$ cat src/sbw_consts.svh
// Offsets, field positions, reset values, codes and timing counts of the
// self-test, bus-level and watchdog register group.
// Assumes a 250 MHz core clock and 32-bit AHB-Lite register access.
`ifndef SBW_CONSTS_SVH
`define SBW_CONSTS_SVH

// Register indexes; byte address is four times the index
`define SBW_IDX_SELF_TEST 8'h14
`define SBW_IDX_BUS_LEVEL 8'h15
`define SBW_IDX_WD_CTRL 8'h16
`define SBW_ADDR_IDX_MSB 9
`define SBW_ADDR_IDX_LSB 2

// Reset values
`define SBW_RST_SELF_TEST 8'h00
`define SBW_RST_BUS_LEVEL 8'h01
`define SBW_RST_WD_CTRL 8'hfe

// Field positions
`define SBW_OSC_SEL_MSB 2
`define SBW_OSC_SEL_LSB 1
`define SBW_SELF_TEST_ON_BIT 0
`define SBW_WD_TIMEOUT_MSB 7
`define SBW_WD_TIMEOUT_LSB 1
`define SBW_WD_DISABLE_BIT 0

// Frame oscillator select codes
`define SBW_OSC_CODE_PIX 2'h0
`define SBW_OSC_CODE_50 2'h1
`define SBW_OSC_CODE_100 2'h2
`define SBW_OSC_CODE_25 2'h3

// Bus-level control codes and states
`define SBW_LEVEL_SET_CODE 8'hb5
`define SBW_LEVEL_CLR_CODE 8'hb6
`define SBW_LEVEL_3V3 1'b1
`define SBW_LEVEL_1V8 1'b0

// Bus signalling
`define SBW_HTRANS_ACTIVE_BIT 1
`define SBW_HRESP_OKAY 1'b0

// Watchdog step of 2 ms at the core clock rate
`define SBW_CLK_MHZ 250
`define SBW_WD_STEP_US 2000
`define SBW_WD_STEP_CYCLES (`SBW_WD_STEP_US * `SBW_CLK_MHZ)

`endif

$ cat src/sbw_pkg.sv
// Types shared by the register group and its watchdog timer.
// Assumes sbw_consts.svh supplies the numeric constants.
package sbw_pkg;

  // Clock source handed to the frame builder, one-hot
  typedef enum logic [3:0] {
    SBW_SRC_PIXEL = 4'h1,
    SBW_SRC_OSC50 = 4'h2,
    SBW_SRC_OSC100 = 4'h4,
    SBW_SRC_OSC25 = 4'h8
  } sbw_clk_src_type;

  // Watchdog state, one-hot
  typedef enum logic [1:0] {
    SBW_WD_IDLE = 2'h1,
    SBW_WD_BUSY = 2'h2
  } sbw_wd_state_type;

  // Clock selection result
  typedef struct packed {
    logic self_test;
    sbw_clk_src_type src;
  } sbw_clk_sel_type;

  // Captured bus address phase
  typedef struct packed {
    logic valid;
    logic write;
    logic [7:0] idx;
  } sbw_bus_req_type;

  // Byte write coming from fuse programming
  typedef struct packed {
    logic valid;
    logic [7:0] data;
  } sbw_code_wr_type;

endpackage

$ cat src/sbw_watchdog.sv
// Control-channel watchdog: counts 2 ms steps while a transaction is open
// and aborts it on timeout. Assumes start and done are one-cycle pulses.
`timescale 1ns/1ps
`include "sbw_consts.svh"
module sbw_watchdog #(
  parameter int unsigned STEP_CYCLES = `SBW_WD_STEP_CYCLES
) (
  input wire logic hclk,
  input wire logic hresetn,
  input wire logic txn_start,
  input wire logic txn_done,
  input wire logic wd_disable,
  input wire logic [6:0] wd_timeout,
  output logic txn_abort,
  output logic wd_busy
);
  import sbw_pkg::*;

  sbw_wd_state_type state_ff;
  logic [31:0] cyc_cnt_ff;
  logic [6:0] step_cnt_ff;
  logic abort_ff;
  logic step_end;
  logic expire;

  // Step boundary and expiry while enabled
  assign step_end = (cyc_cnt_ff == 32'(STEP_CYCLES - 1));
  assign expire = (state_ff == SBW_WD_BUSY) && !wd_disable && !txn_done && (step_cnt_ff >= wd_timeout);

  // Transaction state; expiry returns to idle
  always_ff @(posedge hclk or negedge hresetn) begin
    if (!hresetn) begin
      state_ff <= SBW_WD_IDLE;
    end else begin
      case (state_ff)
        SBW_WD_IDLE: begin
          if (txn_start) begin
            state_ff <= SBW_WD_BUSY;
          end
        end
        SBW_WD_BUSY: begin
          if (txn_done || expire) begin
            state_ff <= SBW_WD_IDLE;
          end
        end
        default: state_ff <= SBW_WD_IDLE;
      endcase
    end
  end

  // Step counters, cleared outside a transaction
  always_ff @(posedge hclk or negedge hresetn) begin
    if (!hresetn) begin
      cyc_cnt_ff <= 32'h0;
      step_cnt_ff <= 7'h0;
    end else if (state_ff != SBW_WD_BUSY) begin
      cyc_cnt_ff <= 32'h0;
      step_cnt_ff <= 7'h0;
    end else if (step_end) begin
      cyc_cnt_ff <= 32'h0;
      if (step_cnt_ff != 7'h7f) begin
        step_cnt_ff <= step_cnt_ff + 7'h1;
      end
    end else begin
      cyc_cnt_ff <= cyc_cnt_ff + 32'h1;
    end
  end

  // Abort pulse
  always_ff @(posedge hclk or negedge hresetn) begin
    if (!hresetn) begin
      abort_ff <= 1'b0;
    end else begin
      abort_ff <= expire;
    end
  end

  assign txn_abort = abort_ff;
  assign wd_busy = (state_ff == SBW_WD_BUSY);

  a_wd_expire_abort: assert property (@(posedge hclk) disable iff (!hresetn)
    expire |=> txn_abort && state_ff == SBW_WD_IDLE) else $error("watchdog expiry did not abort");
  a_wd_abort_cause: assert property (@(posedge hclk) disable iff (!hresetn)
    txn_abort |-> $past(state_ff) == SBW_WD_BUSY && !$past(wd_disable)
      && $past(step_cnt_ff) >= $past(wd_timeout)) else $error("abort without a timeout");
  a_wd_disabled: assert property (@(posedge hclk) disable iff (!hresetn)
    wd_disable |=> !txn_abort) else $error("disabled watchdog aborted");
  a_wd_step_count: assert property (@(posedge hclk) disable iff (!hresetn)
    state_ff == SBW_WD_BUSY && step_end && !txn_done && !expire && step_cnt_ff != 7'h7f
      |=> step_cnt_ff == $past(step_cnt_ff) + 7'h1) else $error("step count missed");
  a_wd_idle_after: assert property (@(posedge hclk) disable iff (!hresetn)
    txn_abort |-> !wd_busy ##1 (wd_busy == $past(txn_start))) else $error("channel not idle after abort");
  c_wd_abort: cover property (@(posedge hclk) disable iff (!hresetn) txn_abort);
endmodule

$ cat src/sbw_regs.sv
// Self-test clock, bus-level select and watchdog control registers with an
// AHB-Lite slave port. Assumes inputs synchronous to hclk and a single slave.
//
// Function
// - Free-run frame oscillator chosen by select field
// - Self-test clock source chosen by select field
// - Self-test enable bit read-only, shows status
// - Bus level loaded from strap after power-up
// - Digital reset returns bus level to 3.3V
// - Bus level read: 0 is 1.8V, 1 3.3V
// - Only codes 0xb5/0xb6 set or clear level
// - Enabled watchdog aborts overdue channel transaction
// - Timeout field bits 7:1, 2 ms steps
// - Watchdog disable bit zero, default enabled
`timescale 1ns/1ps
`include "sbw_consts.svh"
module sbw_regs #(
  parameter int unsigned WD_STEP_CYCLES = `SBW_WD_STEP_CYCLES
) (
  input wire logic hclk,
  input wire logic hresetn,
  input wire logic hsel,
  input wire logic [31:0] haddr,
  input wire logic [1:0] htrans,
  input wire logic hwrite,
  input wire logic [2:0] hsize,
  input wire logic [31:0] hwdata,
  input wire logic hready,
  output logic hreadyout,
  output logic hresp,
  output logic [31:0] hrdata,
  input wire logic pclk_present,
  input wire logic free_run_en,
  input wire logic self_test_active,
  input wire logic bus_level_strap_pin,
  input wire logic digital_reset,
  input wire sbw_pkg::sbw_code_wr_type fuse_store_wr,
  input wire logic txn_start,
  input wire logic txn_done,
  output sbw_pkg::sbw_clk_sel_type clk_sel,
  output logic bus_level_ctrl,
  output logic txn_abort,
  output logic wd_busy
);
  import sbw_pkg::*;

  sbw_bus_req_type req_ff;
  logic hreadyout_ff;
  logic [31:0] hrdata_ff;
  logic rd_pending_ff;
  logic [7:0] rd_idx_ff;
  logic [1:0] frame_osc_select_ff;
  logic bus_level_ctrl_ff;
  logic strap_pending_ff;
  logic [6:0] wd_timeout_ff;
  logic wd_disable_ff;
  sbw_clk_sel_type clk_sel_ff;
  sbw_clk_sel_type nxt_clk_sel;
  logic addr_ok;
  logic wr_go;
  logic [7:0] wr_byte;
  logic lvl_set;
  logic lvl_clr;
  logic [7:0] rd_value;

  // Decode of the select field; functional mode folds the pixel code onto 50 MHz
  function automatic sbw_clk_src_type osc_decode(input logic [1:0] code, input logic self_test);
    sbw_clk_src_type src;
    src = SBW_SRC_OSC50;
    case (code)
      `SBW_OSC_CODE_PIX: src = self_test ? SBW_SRC_PIXEL : SBW_SRC_OSC50;
      `SBW_OSC_CODE_50: src = SBW_SRC_OSC50;
      `SBW_OSC_CODE_100: src = SBW_SRC_OSC100;
      `SBW_OSC_CODE_25: src = SBW_SRC_OSC25;
      default: src = SBW_SRC_OSC50;
    endcase
    return src;
  endfunction

  // Register view for a given index; unmapped reads as zero
  function automatic logic [7:0] reg_view(input logic [7:0] idx);
    logic [7:0] v;
    v = 8'h00;
    case (idx)
      `SBW_IDX_SELF_TEST: begin
        v[`SBW_OSC_SEL_MSB:`SBW_OSC_SEL_LSB] = frame_osc_select_ff;
        v[`SBW_SELF_TEST_ON_BIT] = self_test_active;
      end
      `SBW_IDX_BUS_LEVEL: v[0] = bus_level_ctrl_ff;
      `SBW_IDX_WD_CTRL: begin
        v[`SBW_WD_TIMEOUT_MSB:`SBW_WD_TIMEOUT_LSB] = wd_timeout_ff;
        v[`SBW_WD_DISABLE_BIT] = wd_disable_ff;
      end
      default: v = 8'h00;
    endcase
    return v;
  endfunction

  // Address-phase acceptance and data-phase write strobe
  assign addr_ok = hsel && hready && htrans[`SBW_HTRANS_ACTIVE_BIT];
  assign wr_go = req_ff.valid && req_ff.write;
  assign wr_byte = hwdata[7:0];
  assign rd_value = reg_view(rd_idx_ff);

  // Capture address phase
  always_ff @(posedge hclk or negedge hresetn) begin
    if (!hresetn) begin
      req_ff <= '0;
    end else if (hready) begin
      req_ff.valid <= addr_ok;
      req_ff.write <= hwrite;
      req_ff.idx <= haddr[`SBW_ADDR_IDX_MSB:`SBW_ADDR_IDX_LSB];
    end
  end

  // Reads insert one wait state so data comes from a flop after earlier writes
  always_ff @(posedge hclk or negedge hresetn) begin
    if (!hresetn) begin
      rd_pending_ff <= 1'b0;
      rd_idx_ff <= 8'h00;
      hreadyout_ff <= 1'b1;
      hrdata_ff <= 32'h0;
    end else begin
      rd_pending_ff <= addr_ok && !hwrite;
      if (addr_ok && !hwrite) begin
        rd_idx_ff <= haddr[`SBW_ADDR_IDX_MSB:`SBW_ADDR_IDX_LSB];
        hreadyout_ff <= 1'b0;
      end else begin
        hreadyout_ff <= 1'b1;
      end
      if (rd_pending_ff) begin
        hrdata_ff <= {24'h0, rd_value};
      end
    end
  end

  // Self-test clock control field
  always_ff @(posedge hclk or negedge hresetn) begin
    if (!hresetn) begin
      frame_osc_select_ff <= 2'(`SBW_RST_SELF_TEST >> `SBW_OSC_SEL_LSB);
    end else if (wr_go && req_ff.idx == `SBW_IDX_SELF_TEST) begin
      frame_osc_select_ff <= wr_byte[`SBW_OSC_SEL_MSB:`SBW_OSC_SEL_LSB];
    end
  end

  // Watchdog control fields
  always_ff @(posedge hclk or negedge hresetn) begin
    if (!hresetn) begin
      wd_timeout_ff <= 7'(`SBW_RST_WD_CTRL >> `SBW_WD_TIMEOUT_LSB);
      wd_disable_ff <= 1'(`SBW_RST_WD_CTRL & 8'h01);
    end else if (wr_go && req_ff.idx == `SBW_IDX_WD_CTRL) begin
      wd_timeout_ff <= wr_byte[`SBW_WD_TIMEOUT_MSB:`SBW_WD_TIMEOUT_LSB];
      wd_disable_ff <= wr_byte[`SBW_WD_DISABLE_BIT];
    end
  end

  // Level codes from the bus or from fuse programming
  assign lvl_set = (wr_go && req_ff.idx == `SBW_IDX_BUS_LEVEL && wr_byte == `SBW_LEVEL_SET_CODE)
    || (fuse_store_wr.valid && fuse_store_wr.data == `SBW_LEVEL_SET_CODE);
  assign lvl_clr = (wr_go && req_ff.idx == `SBW_IDX_BUS_LEVEL && wr_byte == `SBW_LEVEL_CLR_CODE)
    || (fuse_store_wr.valid && fuse_store_wr.data == `SBW_LEVEL_CLR_CODE);

  // Bus-level control: reset, then strap, then codes
  always_ff @(posedge hclk or negedge hresetn) begin
    if (!hresetn) begin
      bus_level_ctrl_ff <= 1'(`SBW_RST_BUS_LEVEL & 8'h01);
      strap_pending_ff <= 1'b1;
    end else begin
      strap_pending_ff <= 1'b0;
      if (digital_reset) begin
        bus_level_ctrl_ff <= `SBW_LEVEL_3V3;
      end else if (strap_pending_ff) begin
        bus_level_ctrl_ff <= bus_level_strap_pin ? `SBW_LEVEL_1V8 : `SBW_LEVEL_3V3;
      end else if (lvl_set) begin
        bus_level_ctrl_ff <= 1'b1;
      end else if (lvl_clr) begin
        bus_level_ctrl_ff <= 1'b0;
      end
    end
  end

  // Clock source selection
  always_comb begin
    nxt_clk_sel.self_test = self_test_active;
    nxt_clk_sel.src = SBW_SRC_PIXEL;
    if (self_test_active) begin
      nxt_clk_sel.src = osc_decode(frame_osc_select_ff, 1'b1);
    end else if (!pclk_present && free_run_en) begin
      nxt_clk_sel.src = osc_decode(frame_osc_select_ff, 1'b0);
    end
  end

  // Registered clock selection
  always_ff @(posedge hclk or negedge hresetn) begin
    if (!hresetn) begin
      clk_sel_ff <= {1'b0, SBW_SRC_PIXEL};
    end else begin
      clk_sel_ff <= nxt_clk_sel;
    end
  end

  // Control-channel watchdog
  sbw_watchdog #(
    .STEP_CYCLES(WD_STEP_CYCLES)
  ) u_watchdog (
    .hclk(hclk),
    .hresetn(hresetn),
    .txn_start(txn_start),
    .txn_done(txn_done),
    .wd_disable(wd_disable_ff),
    .wd_timeout(wd_timeout_ff),
    .txn_abort(txn_abort),
    .wd_busy(wd_busy)
  );

  // Outputs from flops; hresp is tied to OKAY
  assign hreadyout = hreadyout_ff;
  assign hresp = `SBW_HRESP_OKAY;
  assign hrdata = hrdata_ff;
  assign clk_sel = clk_sel_ff;
  assign bus_level_ctrl = bus_level_ctrl_ff;

  a_osc_functional: assert property (@(posedge hclk) disable iff (!hresetn)
    !self_test_active && !pclk_present && free_run_en
      |=> clk_sel.src == osc_decode($past(frame_osc_select_ff), 1'b0)) else $error("wrong free-run osc");
  a_osc_self_test: assert property (@(posedge hclk) disable iff (!hresetn)
    self_test_active && frame_osc_select_ff == `SBW_OSC_CODE_PIX
      |=> clk_sel.src == SBW_SRC_PIXEL && clk_sel.self_test) else $error("self-test not on pixel clock");
  a_self_test_read: assert property (@(posedge hclk) disable iff (!hresetn)
    rd_pending_ff && rd_idx_ff == `SBW_IDX_SELF_TEST
      |=> hreadyout && hrdata[0] == $past(self_test_active)) else $error("self-test bit read wrong");
  a_strap_load: assert property (@(posedge hclk) disable iff (!hresetn)
    strap_pending_ff && !digital_reset |=> bus_level_ctrl == !$past(bus_level_strap_pin)) else $error("strap not loaded");
  a_level_reset: assert property (@(posedge hclk) disable iff (!hresetn)
    digital_reset |=> bus_level_ctrl == `SBW_LEVEL_3V3) else $error("level not reset to 3.3V");
  a_level_read: assert property (@(posedge hclk) disable iff (!hresetn)
    rd_pending_ff && rd_idx_ff == `SBW_IDX_BUS_LEVEL |=> hrdata == {31'h0, $past(bus_level_ctrl_ff)}) else $error("level read wrong");
  a_level_codes: assert property (@(posedge hclk) disable iff (!hresetn)
    !strap_pending_ff && !digital_reset && !lvl_set && !lvl_clr |=> $stable(bus_level_ctrl)) else $error("level moved without code");
  a_level_set_code: assert property (@(posedge hclk) disable iff (!hresetn)
    !strap_pending_ff && !digital_reset && lvl_set |=> bus_level_ctrl) else $error("set code ignored");
  a_read_wait_one: assert property (@(posedge hclk) disable iff (!hresetn)
    addr_ok && !hwrite |=> !hreadyout ##1 hreadyout) else $error("read wait state wrong");
  c_read_self_test: cover property (@(posedge hclk) disable iff (!hresetn) rd_pending_ff && rd_idx_ff == `SBW_IDX_SELF_TEST);
  c_level_clear: cover property (@(posedge hclk) disable iff (!hresetn) lvl_clr && !digital_reset);
  c_self_test_100: cover property (@(posedge hclk) disable iff (!hresetn) clk_sel.self_test && clk_sel.src == SBW_SRC_OSC100);
endmodule

$ cat config.mk
export PLATFORM = sky130hd
export DESIGN_NAME = sbw_regs
export DESIGN_NICKNAME = d
export VERILOG_FILES = /design/src/sbw_pkg.sv /design/src/sbw_watchdog.sv /design/src/sbw_regs.sv
export VERILOG_INCLUDE_DIRS = /design/src
export SDC_FILE = /design/constraint.sdc
export NUM_CORES = 1
export LEC_CHECK = 0
export ABC_AREA = 1
export ABC_CLOCK_PERIOD_IN_PS = 1900
export BUFFER_PORTS_ARGS = -buffer_cell sky130_fd_sc_hd__clkbuf_2
export CAP_MARGIN = 30
export CORE_ASPECT_RATIO = 1.4
export CORE_MARGIN = 1
export CORE_UTILIZATION = 53
export DETAILED_ROUTE_END_ITERATION = 8
export MAX_ROUTING_LAYER = met4
export PLACE_DENSITY = 0.81
export SYNTH_ARGS = -nofsm -noshare
export SYNTH_HDL_FRONTEND = slang
export SYNTH_SLANG_ARGS = --single-unit
$ cat constraint.sdc
create_clock -name hclk -period 1.9 [get_ports hclk]
set_input_delay 0.285 -clock hclk [delete_from_list [all_inputs] [get_ports hclk]]
set_output_delay 0.285 -clock hclk [all_outputs]
set_load 0.01 [all_outputs]
==> run metrics <==
status=finished clean; Lkg Pwr=2.71 nW; TritonCTS clock tree=built; final RePlAce weighted congestion=0.950; worst skew pair latency=around 0.35 ns; Total GRT Usage=0.267; clock-pin slew on the worst setup and hold paths=0.07 ns; Setup TNS Final=0 ns; Critical Path RT=about 2.1 ns; most frequent cells in the layout=nand2_1 (189), nor2_1 (113), inv_1 (77); # nets final=821; port buffer count=54; clk_skew=0.00661 ns; maxcap violations=0; Initial Utilization=0.557; hpwl dp=~9 mm; wire length of the first global-routing pass=~19 mm; worst setup path class=reg -> reg; RSZ-0062 raised after global routing=no; final non-filler cell total=between 800 and 900; post-route clock period utilization=0.926; Fillers=777; synth warn=0; Critical Path End Type=register; number of global-route vias before repair=between 4000 and 5000; initial antenna violation count=0; Max-slew headroom=0.650; most common cell after layout, fill and taps aside=nand2_1; post-layout minimum cycle time=1.76 ns; DIE AREA=about 9500 sq um; fmax=568 MHz; Hold Crit Class=in -> reg; critical path arrival=1.99 ns; post-synthesis sequential area ratio=0.452; Die Span X=82.9 um; DRC violations left=0; final antenna-violating net count=0; H-tree Lvls=3; Startpoint Class=register; drt via density=5.16; Tightest Pin Transition=0.521 ns; DRT iter0 DRCs=249; post-synthesis cell type count=33; Mapped Cells=between 600 and 700; drt pass-1 iters=5; Clock Tree Buf Depth=2; Final Slew Violations=0; R2R setup slack=0.14 ns; Core Footprint=8710 sq um; CP Max Fanout=8; area of the multi-input gates=2210 sq um; GRT overflow=0; final WL=11.6 mm; Hold Vio Cnt, Final=0; row cnt=40; DR vias=4290; clk sinks=87; Die Span Y=115 um; placed cells=about 810; largest net degree at the start of global routing=45; layout cells sized above 1=0.155; Syn Area/Cell=7.39 sq um; wire length per cell=13.9 um; storage element area=2190 sq um; total CTS buffers=9; Synth Cell Area=4850 sq um; PwrDens=between 700 and 800 nW/um^2; CTS Root Cell=clkbuf_16; IO Count=132; Peak supply drop=between 500 and 600 uV; antenna cells=0; area growth from synthesis to layout=13.7%; Synth Register Bits=87; final setup vio count=0
==> final timing paths <==
path / from / cells after the start / to
worst min-delay path: self_test_active / 1 / clk_sel[4]$_DFF_PN0_
min in group asynchronous: hresetn / 2 / u_watchdog.cyc_cnt_ff[21]$_DFF_PN0_
worst min register to register: hrdata[5]$_DFFE_PN0P_ / 2 / hrdata[5]$_DFFE_PN0P_
max in group asynchronous: hresetn / 3 / clk_sel[0]$_DFF_PN1_
worst max-delay path: u_watchdog.cyc_cnt_ff[0]$_DFF_PN0_ / 10 / u_watchdog.step_cnt_ff[3]$_DFFE_PN0P_
worst max register to register: u_watchdog.cyc_cnt_ff[0]$_DFF_PN0_ / 10 / u_watchdog.step_cnt_ff[3]$_DFFE_PN0P_
==> sequential cells by signal, summed over array words and instances (netlist names) <==
name and flops:
bus_level_ctrl 1, clk_sel 5, frame_osc_select_ff 2, hrdata 8, hreadyout 1, rd_idx_ff 8, rd_pending_ff 1, req_ff 10
strap_pending_ff 1, u_watchdog.cyc_cnt_ff 32, u_watchdog.state_ff 2, u_watchdog.step_cnt_ff 7, u_watchdog.txn_abort 1, wd_disable_ff 1, wd_timeout_ff 7
==> layout make-up <==
type / instances / area share
multi-input combinational: 480 / 0.400
sequential: 87 / 0.397
timing repair buffer: 64 / 0.0680
inverter: 80 / 0.0551
clock buffer: 10 / 0.0433
tap: 105 / 0.0238
clock inverter: 6 / 0.0122
==> repair_timing <==
action,4_1_cts,5_1_grt
hold buffers,1,0
endpoints found under the setup margin,0,6
buffers inserted,0,1
endpoints found under the hold margin,20,0
resized for setup,0,2
==> Yosys cell counts, drive strengths merged <==
cell type / instances / share of area
a21boi: 1 / 0.0015
a21o: 1 / 0.0015
a21oi: 8 / 0.0082
a31oi: 2 / 0.0026
buf: 33 / 0.049
clkbuf: 2 / 0.0015
conb: 1 / 0.00077
dfrtp: 75 / 0.39
dfstp: 12 / 0.065
ha: 9 / 0.023
inv: 80 / 0.062
mux2: 1 / 0.0023
nand2: 194 / 0.15
nand3: 43 / 0.045
nand4: 11 / 0.014
nor2: 122 / 0.10
nor3: 19 / 0.021
nor3b: 1 / 0.0015
o21ai: 22 / 0.023
o21bai: 1 / 0.0015
o31ai: 5 / 0.0077
or2: 1 / 0.0013
xnor2: 2 / 0.0036
xor2: 11 / 0.020
==> kinds of logic after synthesis <==
logic type | share of synthesized area
other cells | 0.000773
xor+xnor | 0.0235
fa+ha+maj | 0.0232
mux | 0.00232
buf+inv | 0.113
simple gates | 0.340
compound gates | 0.0459
flops | 0.452
==> metrics by stage <==
step                       util  instance area, sq um  hold WS (ns)  total power, W  setup WS [ns]
final                     0.634                  5520         0.109         0.00432          0.141
after global routing      0.634                  5520         0.105         0.00448         0.0226
after CTS                 0.631                  5490         0.102         0.00432          0.105
after detailed placement  0.594                  5180         0.212         0.00252          0.132
after global placement    0.594                  5180         0.204         0.00249          0.251
after floorplan               -                  4950       -0.0106         0.00236          0.459
==> where the power goes <==
part / leakage, nW / switching (W) / internal (W)
logic: 1.45 / 0.000301 / 0.000156
clock network: 0.145 / 0.000751 / 0.00106
registers: 1.12 / 0.0000679 / 0.00198
==> metal layers <==
| layer | GRT usage | vias to the layer above | routed length (um) |
|---|---|---|---|
| met3 | 0.0330 | 44 | 337 |
| met1 | 0.246 | 2008 | 4170 |
| met5 | - | - | 0 |
| met2 | 0.509 | 110 | 6510 |
| met4 | 0.183 | 0 | 553 |
| li1 | - | 2128 | - |
==> critical path, cell delays in order (launching register included) <==
cell     delay, ns
dfrtp_1       0.40
ha_2          0.26
inv_2         0.06
nor2_4        0.17
nand3_2       0.11
nor2_2        0.14
nand2_2       0.11
nand2_4       0.13
nand2_2       0.12
nand2_1       0.09
nand2_1       0.06
No activity file was read; power rests on OpenSTA's default activity.
